[src/logic/tmr_pkg.sv]
// Purpose: shared constants and types for the trigger timer
// Assumes: mclk stands for the high-frequency clock
// Notes: field layout follows the control byte, bit 7 down to bit 0
package tmr_pkg;
    localparam int CNT_W = 16;
    localparam logic [15:0] DATA_RESET = 16'hFFFF;
    localparam logic [7:0] CTRL_RESET = 8'h00;
    localparam logic [15:0] CNT_ZERO = 16'h0000;
    localparam logic [15:0] CNT_ONE = 16'h0001;
    localparam int PRE_W = 11;
    localparam int DIV_SLOW_LOG2 = 11;
    localparam int DIV_MID_LOG2 = 7;
    localparam int DIV_FAST_LOG2 = 3;
    localparam int LF_DIV_LOG2 = 3;
    // noise limit in high-clock periods, and mclk cycles per such period
    localparam int NOISE_REJECT_HF = 4;
    localparam int MCLK_PER_HF = 1;
    localparam int FILTER_CYCLES = NOISE_REJECT_HF * MCLK_PER_HF + 1;

    typedef enum logic [1:0] {
        START_STOP = 2'h0,
        START_CMD = 2'h1,
        START_RISE = 2'h2,
        START_FALL = 2'h3
    } start_type;

    typedef enum logic [1:0] {
        CK_DIV_SLOW = 2'h0,
        CK_DIV_MID = 2'h1,
        CK_DIV_FAST = 2'h2,
        CK_EXT_PIN = 2'h3
    } clk_sel_type;

    typedef enum logic [1:0] {
        MODE_TIMER = 2'h0,
        MODE_WINDOW = 2'h1,
        MODE_PULSE = 2'h2,
        MODE_PPG = 2'h3
    } mode_type;

    typedef struct packed {
        logic output_flipflop_control;
        logic opt;
        start_type start_control_field;
        clk_sel_type source_clock_select;
        mode_type operating_mode_select;
    } ctrl_type;

    typedef enum logic [2:0] {
        ST_IDLE = 3'h1,
        ST_WAIT = 3'h2,
        ST_COUNT = 3'h4
    } state_type;
endpackage

[src/logic/trig_noise_filter.sv]
// Purpose: noise rejection on the trigger input
// Assumes: input already synchronous to mclk
// Notes: a level is accepted only after it stays for STABLE_CYCLES
`timescale 1ns/100ps
module trig_noise_filter
    import tmr_pkg::*;
#(
    parameter int STABLE_CYCLES = FILTER_CYCLES
) (
    input wire logic mclk,
    input wire logic sys_rst,
    input wire logic raw_in,
    input wire logic bypass,
    output logic level_out
);
    localparam int RUN_W = $clog2(STABLE_CYCLES + 1);

    logic level_ff;
    logic nxt_level;
    logic [RUN_W-1:0] run_ff;
    logic [RUN_W-1:0] nxt_run;

    if (STABLE_CYCLES < 2) begin : g_len_check
        $error("STABLE_CYCLES must be at least 2");
    end

    always_comb begin
        nxt_level = level_ff;
        nxt_run = '0;
        if (bypass) begin
            nxt_level = raw_in; // [RULE23]
        end else if (raw_in != level_ff) begin
            nxt_run = run_ff + RUN_W'(1);
            if (run_ff == RUN_W'(STABLE_CYCLES - 1)) begin
                nxt_level = raw_in; // [RULE21]
                nxt_run = '0;
            end
        end
    end

    always_ff @(posedge mclk) begin
        if (sys_rst) begin
            level_ff <= 1'b0;
            run_ff <= '0;
        end else begin
            level_ff <= nxt_level;
            run_ff <= nxt_run;
        end
    end

    assign level_out = level_ff;

    a_short_reject: assert property (@(posedge mclk) disable iff (sys_rst)
        (!bypass && $changed(level_ff)) |->
        $past(raw_in, 2) == level_ff) // [RULE21]
        else $error("filter passed a pulse that was too short");
endmodule // trig_noise_filter

[src/logic/trig_timer.sv]
// Purpose: 16-bit up-counting timer, timer and external trigger modes
// Assumes: mclk is the high clock; all inputs synchronous to mclk
// Notes: window, pulse width and pulse-output modes hold idle
//
// How it works
// (RULE1) compare/capture writes are staged, applied on first source tick
// (RULE2) a lower-byte write alone never changes the live register
// (RULE3) software writes lower byte first, then upper byte
// (RULE4) software changes mode and clock only while start field is 00
// (RULE5) software uses auto-capture only in timer, event and window modes
// (RULE6) software keeps compare above 1, and above second register in PPG
// (RULE7) software keeps output flip-flop control 0 outside PPG mode
// (RULE8) software writes second register only after selecting PPG mode
// (RULE9) stop power mode forces start field to 00 and halts counting
// (RULE10) auto-capture copies counter each source tick; wait one tick to read
// (RULE11) software reads captures only while running with capture enabled
// (RULE12) six modes exist; this block runs timer and external trigger
// (RULE13) timer mode counts source ticks; on match irq, clear, continue
// (RULE14) timer mode with auto-capture loads counter into second register
// (RULE15) trigger mode waits for selected pin edge, then counts ticks
// (RULE16) trigger mode match clears and halts counter and raises irq
// (RULE17) stop option 1: opposite edge before match clears, halts, no irq
// (RULE18) after halt, next trigger edge restarts counting from zero
// (RULE19) stop option 0: opposite edges are ignored while counting
// (RULE20) stop option 0: new trigger edges ignored while counting
// (RULE21) trigger pulses of four high-clock periods or less are dropped
// (RULE22) source holds each trigger level twelve high-clock periods
// (RULE23) filter bypassed in slow and sleep modes; this block has no sleep input, bypass follows slow_mode only
// (RULE24) clock select: 00 /2^11 or slow/2^3, 01 /2^7, 10 /2^3, 11 pin
// (RULE25) mode select: 00 timer, 01 window, 10 pulse width, 11 pulse output
// (RULE26) start field: 00 stop and clear, 01 command, 10 rise, 11 fall
// (RULE27) registers are 16 bits; match irq is a one-cycle pulse
`timescale 1ns/100ps
module trig_timer
    import tmr_pkg::*;
#(
    parameter int FILTER_LEN = FILTER_CYCLES
) (
    input wire logic mclk,
    input wire logic sys_rst,
    input wire logic ctrl_wr,
    input wire logic [7:0] ctrl_wdata,
    input wire logic cmp_lo_wr,
    input wire logic cmp_hi_wr,
    input wire logic cap_lo_wr,
    input wire logic cap_hi_wr,
    input wire logic [7:0] wr_byte,
    input wire logic stop_mode,
    input wire logic slow_mode,
    input wire logic prescaler_tap_select,
    input wire logic low_freq_clock,
    input wire logic trigger_input_pin,
    output ctrl_type timer_control_reg,
    output logic [CNT_W-1:0] compare_value_reg,
    output logic [CNT_W-1:0] capture_second_reg,
    output logic [CNT_W-1:0] count_value,
    output logic match_interrupt
);
    if (FILTER_LEN < 2) begin : g_len_check
        $error("FILTER_LEN must be at least 2");
    end

    // prescaler and source tick
    logic [PRE_W-1:0] pre_ff;
    logic [PRE_W-1:0] nxt_pre;
    logic [LF_DIV_LOG2-1:0] lf_div_ff;
    logic [LF_DIV_LOG2-1:0] nxt_lf_div;
    logic lf_prev_ff;
    logic lf_tick;
    logic src_tick;
    logic trig_lvl;
    logic trig_prev_ff;
    logic trig_rise;
    logic trig_fall;

    ctrl_type ctrl_ff;
    ctrl_type nxt_ctrl;

    trig_noise_filter #(
        .STABLE_CYCLES(FILTER_LEN)
    ) u_filter (
        .mclk(mclk),
        .sys_rst(sys_rst),
        .raw_in(trigger_input_pin),
        .bypass(slow_mode),
        .level_out(trig_lvl)
    );

    assign trig_rise = trig_lvl && !trig_prev_ff;
    assign trig_fall = !trig_lvl && trig_prev_ff;
    assign lf_tick = low_freq_clock && !lf_prev_ff &&
                     (&lf_div_ff);

    always_comb begin
        nxt_pre = pre_ff + PRE_W'(1);
        nxt_lf_div = lf_div_ff;
        if (low_freq_clock && !lf_prev_ff) begin
            nxt_lf_div = lf_div_ff + LF_DIV_LOG2'(1);
        end
        case (ctrl_ff.source_clock_select) // [RULE24]
            CK_DIV_SLOW: begin
                if (slow_mode || prescaler_tap_select) begin
                    src_tick = lf_tick;
                end else begin
                    src_tick = &pre_ff[DIV_SLOW_LOG2-1:0];
                end
            end
            CK_DIV_MID: src_tick = &pre_ff[DIV_MID_LOG2-1:0];
            CK_DIV_FAST: src_tick = &pre_ff[DIV_FAST_LOG2-1:0];
            CK_EXT_PIN: src_tick = trig_rise;
            default: src_tick = 1'b0;
        endcase
    end

    always_ff @(posedge mclk) begin
        if (sys_rst) begin
            pre_ff <= '0;
            lf_div_ff <= '0;
            lf_prev_ff <= 1'b0;
            trig_prev_ff <= 1'b0;
        end else begin
            pre_ff <= nxt_pre;
            lf_div_ff <= nxt_lf_div;
            lf_prev_ff <= low_freq_clock;
            trig_prev_ff <= trig_lvl;
        end
    end

    // counter state machine
    state_type state_ff;
    state_type nxt_state;
    logic [CNT_W-1:0] cnt_ff;
    logic [CNT_W-1:0] nxt_cnt;
    logic irq_ff;
    logic nxt_irq;
    logic [CNT_W-1:0] cmp_ff;
    logic timer_run;
    logic ext_run;
    logic halted;
    logic match_now;
    logic trig_edge;
    logic opp_edge;
    logic cap_load;

    assign halted = (ctrl_ff.start_control_field == START_STOP) || stop_mode;
    assign timer_run = (ctrl_ff.operating_mode_select == MODE_TIMER) &&
                       (ctrl_ff.start_control_field == START_CMD); // [RULE25]
    assign ext_run = (ctrl_ff.operating_mode_select == MODE_TIMER) &&
                     ctrl_ff.start_control_field[1]; // [RULE12]
    assign trig_edge = (ctrl_ff.start_control_field == START_RISE) ?
                       trig_rise : trig_fall;
    assign opp_edge = (ctrl_ff.start_control_field == START_RISE) ?
                      trig_fall : trig_rise;
    assign match_now = src_tick && (state_ff == ST_COUNT) &&
                       ((cnt_ff + CNT_ONE) == cmp_ff);
    assign cap_load = timer_run && ctrl_ff.opt &&
                      (state_ff == ST_COUNT) && src_tick; // [RULE10]

    always_comb begin
        nxt_state = state_ff;
        nxt_cnt = cnt_ff;
        nxt_irq = 1'b0;
        if (halted) begin
            nxt_state = ST_IDLE; // [RULE26] [RULE9]
            nxt_cnt = CNT_ZERO;
        end else begin
            case (state_ff)
                ST_IDLE: begin
                    if (timer_run) begin
                        nxt_state = ST_COUNT;
                    end else if (ext_run) begin
                        nxt_state = ST_WAIT;
                    end
                end
                ST_WAIT: begin
                    if (!ext_run) begin
                        nxt_state = ST_IDLE;
                    end else if (trig_edge) begin
                        nxt_state = ST_COUNT; // [RULE15] [RULE18]
                        nxt_cnt = CNT_ZERO;
                    end
                end
                ST_COUNT: begin
                    if (!timer_run && !ext_run) begin
                        nxt_state = ST_IDLE;
                        nxt_cnt = CNT_ZERO;
                    end else if (match_now) begin
                        nxt_cnt = CNT_ZERO; // [RULE13]
                        nxt_irq = 1'b1; // [RULE27]
                        if (ext_run) begin
                            nxt_state = ST_WAIT; // [RULE16]
                        end
                    end else if (ext_run && ctrl_ff.opt && opp_edge) begin
                        nxt_state = ST_WAIT; // [RULE17]
                        nxt_cnt = CNT_ZERO;
                    end else if (src_tick) begin
                        // edges here are ignored without stop option
                        nxt_cnt = cnt_ff + CNT_ONE; // [RULE19] [RULE20]
                    end
                end
                default: begin
                    nxt_state = ST_IDLE;
                    nxt_cnt = CNT_ZERO;
                end
            endcase
        end
    end

    always_ff @(posedge mclk) begin
        if (sys_rst) begin
            state_ff <= ST_IDLE;
            cnt_ff <= CNT_ZERO;
            irq_ff <= 1'b0;
        end else begin
            state_ff <= nxt_state;
            cnt_ff <= nxt_cnt;
            irq_ff <= nxt_irq;
        end
    end

    // control and timer registers
    logic [CNT_W-1:0] nxt_cmp;
    logic [CNT_W-1:0] cap_ff;
    logic [CNT_W-1:0] nxt_cap;
    logic [CNT_W-1:0] cmp_stage_ff;
    logic [CNT_W-1:0] nxt_cmp_stage;
    logic [CNT_W-1:0] cap_stage_ff;
    logic [CNT_W-1:0] nxt_cap_stage;
    logic cmp_pend_ff;
    logic nxt_cmp_pend;
    logic cap_pend_ff;
    logic nxt_cap_pend;
    logic ppg_mode;

    assign ppg_mode = ctrl_ff.operating_mode_select == MODE_PPG;

    always_comb begin
        nxt_ctrl = ctrl_ff;
        nxt_cmp = cmp_ff;
        nxt_cap = cap_ff;
        nxt_cmp_stage = cmp_stage_ff;
        nxt_cap_stage = cap_stage_ff;
        nxt_cmp_pend = cmp_pend_ff;
        nxt_cap_pend = cap_pend_ff;
        if (ctrl_wr) begin
            nxt_ctrl = ctrl_type'(ctrl_wdata);
        end
        if (stop_mode) begin
            nxt_ctrl.start_control_field = START_STOP; // [RULE9]
        end
        // apply on tick first; a same-cycle upper write re-arms the stage
        if (src_tick && cmp_pend_ff) begin
            nxt_cmp = cmp_stage_ff; // [RULE1]
            nxt_cmp_pend = 1'b0;
        end
        if (src_tick && cap_pend_ff) begin
            nxt_cap = cap_stage_ff; // [RULE1]
            nxt_cap_pend = 1'b0;
        end
        if (cap_load) begin
            nxt_cap = cnt_ff; // [RULE14]
        end
        if (cmp_lo_wr) begin
            nxt_cmp_stage[7:0] = wr_byte; // [RULE2]
        end
        if (cmp_hi_wr) begin
            nxt_cmp_stage[15:8] = wr_byte;
            nxt_cmp_pend = 1'b1;
        end
        if (cap_lo_wr && ppg_mode) begin
            nxt_cap_stage[7:0] = wr_byte;
        end
        if (cap_hi_wr && ppg_mode) begin
            nxt_cap_stage[15:8] = wr_byte;
            nxt_cap_pend = 1'b1;
        end
    end

    always_ff @(posedge mclk) begin
        if (sys_rst) begin
            ctrl_ff <= ctrl_type'(CTRL_RESET);
            cmp_ff <= DATA_RESET;
            cap_ff <= DATA_RESET;
            cmp_stage_ff <= DATA_RESET;
            cap_stage_ff <= DATA_RESET;
            cmp_pend_ff <= 1'b0;
            cap_pend_ff <= 1'b0;
        end else begin
            ctrl_ff <= nxt_ctrl;
            cmp_ff <= nxt_cmp;
            cap_ff <= nxt_cap;
            cmp_stage_ff <= nxt_cmp_stage;
            cap_stage_ff <= nxt_cap_stage;
            cmp_pend_ff <= nxt_cmp_pend;
            cap_pend_ff <= nxt_cap_pend;
        end
    end

    assign timer_control_reg = ctrl_ff;
    assign compare_value_reg = cmp_ff;
    assign capture_second_reg = cap_ff;
    assign count_value = cnt_ff;
    assign match_interrupt = irq_ff;

    a_stop_clears_count: assert property (@(posedge mclk) // [RULE26]
        disable iff (sys_rst)
        halted |=> (cnt_ff == CNT_ZERO) && (state_ff == ST_IDLE))
        else $error("stop did not clear and halt the counter");

    a_stop_mode_start: assert property (@(posedge mclk) // [RULE9]
        disable iff (sys_rst)
        stop_mode |=> ctrl_ff.start_control_field == START_STOP)
        else $error("stop power mode left start field set");

    a_lower_only_write: assert property (@(posedge mclk) // [RULE2]
        disable iff (sys_rst)
        (cmp_lo_wr && !cmp_hi_wr && !cmp_pend_ff) |=> $stable(cmp_ff))
        else $error("lower byte alone changed compare value");

    a_staged_apply: assert property (@(posedge mclk) // [RULE1]
        disable iff (sys_rst)
        (cmp_pend_ff && src_tick) |=> cmp_ff == $past(cmp_stage_ff))
        else $error("staged compare not applied on source tick");

    a_irq_one_cycle: assert property (@(posedge mclk) // [RULE27]
        disable iff (sys_rst)
        match_interrupt |=> !match_interrupt)
        else $error("match interrupt longer than one cycle");

    a_match_clears: assert property (@(posedge mclk) // [RULE13]
        disable iff (sys_rst)
        (match_now && !halted && (timer_run || ext_run)) |=>
        (cnt_ff == CNT_ZERO) && match_interrupt)
        else $error("match did not clear counter with interrupt");

    a_ext_match_halt: assert property (@(posedge mclk) // [RULE16]
        disable iff (sys_rst)
        (match_now && ext_run && !halted) |=> state_ff == ST_WAIT)
        else $error("trigger mode did not halt on match");

    a_opp_edge_stop: assert property (@(posedge mclk) // [RULE17]
        disable iff (sys_rst)
        (ext_run && ctrl_ff.opt && opp_edge && state_ff == ST_COUNT &&
         !match_now && !halted) |=>
        (state_ff == ST_WAIT) && !match_interrupt && (cnt_ff == CNT_ZERO))
        else $error("opposite edge did not stop the count quietly");

    a_no_retrigger: assert property (@(posedge mclk) // [RULE20]
        disable iff (sys_rst)
        (ext_run && !ctrl_ff.opt && trig_edge && !src_tick &&
         state_ff == ST_COUNT && !halted) |=> $stable(cnt_ff))
        else $error("trigger edge disturbed a running count");

    a_auto_capture: assert property (@(posedge mclk) // [RULE14]
        disable iff (sys_rst)
        cap_load |=> capture_second_reg == $past(cnt_ff))
        else $error("auto-capture missed the counter value");
endmodule // trig_timer

[config.mk]
export PLATFORM = sky130hd
export DESIGN_NAME = trig_timer
export DESIGN_NICKNAME = d
export VERILOG_FILES = /design/src/logic/tmr_pkg.sv /design/src/logic/trig_noise_filter.sv /design/src/logic/trig_timer.sv
export SDC_FILE = /design/constraint.sdc
export NUM_CORES = 1
export LEC_CHECK = 0
export ABC_AREA = 1
export BUFFER_PORTS_ARGS = -buffer_cell sky130_fd_sc_hd__buf_2
export CORE_MARGIN = 4
export CORE_UTILIZATION = 35
export DETAILED_ROUTE_END_ITERATION = 16
export MAX_ROUTING_LAYER = met4
export PLACE_DENSITY = 0.63
export SLEW_MARGIN = 20
export SYNTH_ARGS = -nofsm -noshare
export SYNTH_HDL_FRONTEND = slang
export SYNTH_SLANG_ARGS = --single-unit
[constraint.sdc]
create_clock -name mclk -period 1.92 [get_ports mclk]
set_input_delay 0.192 -clock mclk [delete_from_list [all_inputs] [get_ports mclk]]
set_output_delay 0.192 -clock mclk [all_outputs]
set_load 0.02 [all_outputs]
After elaboration in Yosys (flattened, before gate mapping)
Index checks and enable logic that the tools add are counted.

Output and inout bits: 57. Word-level logic and storage cells: 119. Register bits after elaboration: 114. Input bits: 28.

Muxes and demuxes: 29. Reduce and logical (&&, ||, !) cells: 44. Add/subtract/negate cells: 4. Bitwise logic cells: 3. Equal/unequal tests: 17.

Operators with widths (number): $mux W16 (8); $pmux W16 S3 (1); $mux W3 (7); $logic_and A1 B1 Y1 (18); $add A16 B1 Y16 const B (1); $eq A16 B16 Y1 (1); $add A11 B1 Y11 const B (1); $mux W1 (11); $reduce_and A11 Y1 (1); $reduce_bool A2 Y1 (5); $pmux W3 S3 (1); $eq A2 B2 Y1 const B (4); $reduce_or A4 Y1 (2); $reduce_and A7 Y1 (1); $add A3 B1 Y3 const B (2); $eq A3 B3 Y1 const B (2); $logic_not A2 Y1 (3); $reduce_and A3 Y1 (2); $logic_not A1 Y1 (5); $ne A5 B3 Y1 const B (1); $eq A2 B1 Y1 const B (2); $ne A2 B2 Y1 const B (2); $ne A4 B2 Y1 const B (1); $pmux W1 S4 (1); other kinds (9) (14).

Longest topological paths before layout
Depth in word-level cells: 10. Gate-level depth with buffers: 17. Gate-level depth less buffers: 16.

Hierarchy
A second synthesis with hierarchy kept.

Cell total of the unflattened synthesis: 815. Area total of the unflattened synthesis: 5454.0 um2.

By module, submodules not included: trig_timer (times used 1, cells each 790, seq. area each 2202.1 um2, area an instance 5256.3 um2); trig_noise_filter (times used 1, cells each 25, seq. area each 80.1 um2, area an instance 197.7 um2).

Worst setup path before layout
No wires, ideal clock.

Path kind: reg2reg. From: reg cnt_ff[0] (netlist: count_value[0]). To: reg cnt_ff[8] (netlist: count_value[8]). Path buffers: 1. Stages on the path, launching flop included: 18. Period minus slack after synthesis: 2227 ps. Setup slack: -307 ps. Setup time: 132 ps. Required time: 1788 ps. Arrival: 2094 ps. Cells stage by stage: dfxtp_1 ha_1 nand2_1 nor2_4 nand2_1 nand2_1 nand2_1 nand2_1 nand2_1 nor2_1 nand3_1 nor2_1 nand3_2 nand2_2 nor2_4 buf_6 nand2_1 a21oi_1.

Cells in the longest elaborated chain, start to end: 6. Elaborated cells between the ends (all ways): 10. Classes of those cells: add/sub (1); eq/ne (2); mux (5); reduce/logical (2).

Ends and longest elaborated chain: from (decl) (RTL line trig_timer.sv:132) `logic [CNT_W-1:0] cnt_ff;`; from (signal assigned) (RTL line trig_timer.sv:216) `cnt_ff <= nxt_cnt;`; $add A16 B1 Y16 (*) (RTL line trig_timer.sv:155, trig_timer.sv:198); $eq A16 B16 Y1 or $mux W16 (tied branches) (RTL line trig_timer.sv:155, trig_timer.sv:196); $logic_and A1 B1 Y1 or $mux W16 (tied branches) (RTL line trig_timer.sv:154, trig_timer.sv:193); $mux W16 (RTL line trig_timer.sv:187) `end else if (match_now) begin`; $mux W16 (RTL line trig_timer.sv:184) `if (!timer_run && !ext_run) begin`; $pmux W16 S3 (RTL line trig_timer.sv:167) `case (state_ff)`.

Every way passes the cells marked *; elsewhere a longest branch is shown, timed or not. The select of a mux whose other input is x is not followed. A chain may end at the register's enable or synchronous reset.

Worst setup path in the final report
From: reg cnt_ff[0] (netlist: count_value[0]). To: reg cnt_ff[14] (netlist: count_value[14]).

Same word-level chain as after synthesis.

==> impl_metrics.json <==
{
  "boundaryPins": 85,
  "cts.sinks": 114,
  "hold_path.class": "in2reg",
  "dieHeight_microns": 132,
  "viasPerCell": 4.95,
  "wl_microns": 17800,
  "clk_latency_ps": 420,
  "rows": 45,
  "yosys_warnings": 0,
  "htree_levels": 4,
  "grt_max_degree": 36,
  "finalCritPeriodShare_pct": 117,
  "antenna_found_initial": 0,
  "syn_area_per_cell_sq_um": 6.85,
  "slowest_stage": "dfxtp_4",
  "endpoint_kind": "flip-flop",
  "drive_gt1_share_pct": 37.2,
  "rsz0062_at_grt": "true",
  "p_per_area_nw_per_um2": 764,
  "slew_headroom_pct": 55.3,
  "maxCapViolations": 0,
  "worst_slew_pin_slew_ps": 669,
  "ys_seq_area_share_pct": 42.4,
  "grt_overflow_total": 0,
  "fin_worst_skew_ps": 8.37,
  "slew_violations": 0,
  "drt-initial-drc-count": 446,
  "holdPathStages": 3,
  "wl_per_cell_microns": 15.0,
  "fmax_ghz": 0.447,
  "cts_root_buf": "clkbuf_16",
  "synth.distinct_cells": 37,
  "diodes": 0,
  "holdWs_ps": 11.2,
  "grt_pass1_wl_microns": 27400,
  "die-area_sq_um": 17400,
  "die_x_microns": 132,
  "numCtsBuffers": 17,
  "hpwl_microns": 12300,
  "vias": 5869,
  "cpPeakStageDelay_ps": 370,
  "finalCriticalPeriod_ps": 2240,
  "synth_nets": 820,
  "cpMostUsedCell": "nand3_1",
  "core_region_area_sq_um": 15100,
  "cp.arrival_ps": 2540,
  "violations": "setup timing",
  "grt_pass1_vias": 5314,
  "worstSetupStartpointType": "flip-flop",
  "syn_inst": 785,
  "port_buffers": 84,
  "cts_tree": "yes",
  "reg2reg_setup_slack_ps": -320,
  "setup_viol": 35,
  "reg2reg_depth": 15,
  "syn_to_final_growth_pct": 51.5,
  "status": "complete, but fails checks",
  "required_ps": 2220,
  "timing.final.ws_setup_ps": -320,
  "cts_buffer_depth": 2,
  "start_util_pct": 35.5,
  "gr-usage-all-layers_pct": 20.3,
  "crit_chain": "buf_4 -> nand3_1 -> nor2_2 -> nand2_1 -> nand3_1 -> nand3_1 -> nor2_1 -> nand3_1 -> nor2_4 -> nand3_4 -> nand2_4 -> nor2_4 -> buf_6 -> nand2_1 -> a21oi_2",
  "finalWeightedCongestion": 0.915,
  "final_util_pct": 53.8,
  "clk_pin_slew_ps": 50,
  "worst_ir_drop_vdd_uv": 643,
  "cp_max_fo": 9,
  "dr.pass1.iters": 5,
  "ys_ff_latch": 114,
  "leakage_nw": 3.78,
  "drtAntennaViolNets": 0,
  "crit_type": "reg2reg",
  "drc": 0,
  "final_nets": 1019,
  "hold_violations": 0,
  "synth_area_sq_um": 5380
}
[critical path, delay by kind of cell (launching register included)]
kind	cells	cell delay, ps
and+or+nand+nor	12	1400
DFF	1	370
buffers and inverters	2	290
AOI/OAI and AO/OA	1	60
[what timing repair did]
action,CTS,global route
endpoints found under the setup margin,51,51
pin swaps,38,24
setup buffers,10,5
gates resized for setup,82,69
hold buffers,5,0
cloned,6,2
endpoints found under the hold margin,5,0
[cell type report]
type                       count  area (sq um)
clock buffer                  21           440
clock inverter                11           138
fill                        1374          6990
inverter                      80           320
multi-input combinational    567          3150
sequential                   114          2310
tap                          188           235
timing repair buffer         204          1560
[final timing paths]
check,startpoint,endpoint
max reg2reg,count_value[0]$_SDFFE_PP0P_,count_value[14]$_SDFFE_PP0P_
min,ctrl_wdata[3],timer_control_reg[3]$_SDFFE_PP0P_
max,count_value[0]$_SDFFE_PP0P_,count_value[14]$_SDFFE_PP0P_
min reg2reg,u_filter.run_ff[0]$_SDFF_PP0_,u_filter.run_ff[0]$_SDFF_PP0_
[metal layers]
| layer | share of wire [%] | vias up | track usage, % |
|---|---|---|---|
| li1 | - | 2960 | - |
| met1 | 43 | 2721 | 26.3 |
| met2 | 50 | 164 | 32.6 |
| met3 | 5.4 | 24 | 3.44 |
| met4 | 1.5 | 0 | 6.01 |
| met5 | 0 | - | - |
[logic make-up after synthesis]
logic type	count (synthesis)	share of synthesized area, %
AO/OA/AOI/OAI	102	11.1
buffers and inverters	105	7.86
adder cells (fa/ha/maj)	7	1.63
XOR/XNOR	3	0.489
AND/OR/NAND/NOR	454	36.5
flip-flops	114	42.4
[metrics by stage]
| stage | total power, W | setup slack, ps | instance area (sq um) | setup TNS [ps] | instances |
|---|---|---|---|---|---|
| 6_report | 0.00623 | -320 | 8150 | -5980 | 1185 |
| 3_5_place_dp | 0.00303 | -332 | 6760 | -9560 | 1127 |
| 3_3_place_gp | 0.00303 | -257 | 6760 | -8390 | 1127 |
| 5_1_grt | 0.00642 | -452 | 8150 | -11140 | 1185 |
| 4_1_cts | 0.00620 | -231 | 7840 | -4380 | 1180 |
| 2_1_floorplan | 0.00282 | -144 | 5470 | -2180 | 785 |
[layout by cell type, fill, tap and decap left out, types with 3 or more instances in the layout]
master,netlist,routed
nand2_1,254,206
dfxtp_1,114,100
buf_4,0,95
nand3_1,104,88
buf_2,5,84
inv_1,73,71
nor2_1,59,53
nand2_2,4,39
a21oi_1,36,26
o21ai_0,39,22
clkbuf_16,0,19
o211ai_1,16,16
nand3_2,3,16
o21ai_2,1,15
nand2_4,0,12
dfxtp_2,0,11
nor2_4,5,10
a21oi_2,0,10
nor2_2,6,7
buf_6,3,7
nand4_1,6,6
buf_12,0,6
clkinv_2,0,5
dlygate4sd3_1,0,5
nor3_1,5,4
clkinv_1,6,4
ha_1,7,4
clkbuf_1,15,4
a31oi_1,3,3
nand3_4,0,3
inv_2,1,3
o21ai_1,0,3
bufinv_16,0,3
clkinvlp_4,0,3
buf_16,0,3
dfxtp_4,0,3
[cells in the mapped netlist, drive strengths merged]
cell type,instances,area (sq um)
ha,7,87.6
nand3b,2,15.0
o211ai,16,120
nor3b,1,7.51
a31oi,4,40.0
a311oi,1,8.76
clkinv,6,22.5
o311ai,1,8.76
nand4,6,37.5
o21bai,1,11.3
and2,1,6.26
clkbuf,15,56.3
xnor2,2,17.5
nor2,70,315
dfxtp,114,2280
and3,1,6.26
o21ai,40,204
nand2,258,978
buf,10,66.3
o21a,2,15.0
a21oi,36,180
nor3,6,35.0
xor2,1,8.76
nand3,107,551
a21boi,1,7.51
inv,74,278
or2,2,12.5
[report_power, final]
| group | switching, W | total (W) | leakage (nW) | internal (W) |
|---|---|---|---|---|
| Combinational | 0.000330 | 0.000574 | 2.57 | 0.000244 |
| Sequential | 0.0000688 | 0.00252 | 0.939 | 0.00245 |
| Clock | 0.00112 | 0.00314 | 0.277 | 0.00202 |
| Total | 0.00152 | 0.00623 | 3.78 | 0.00472 |
Note: power is estimated with default switching activity, not from simulation.
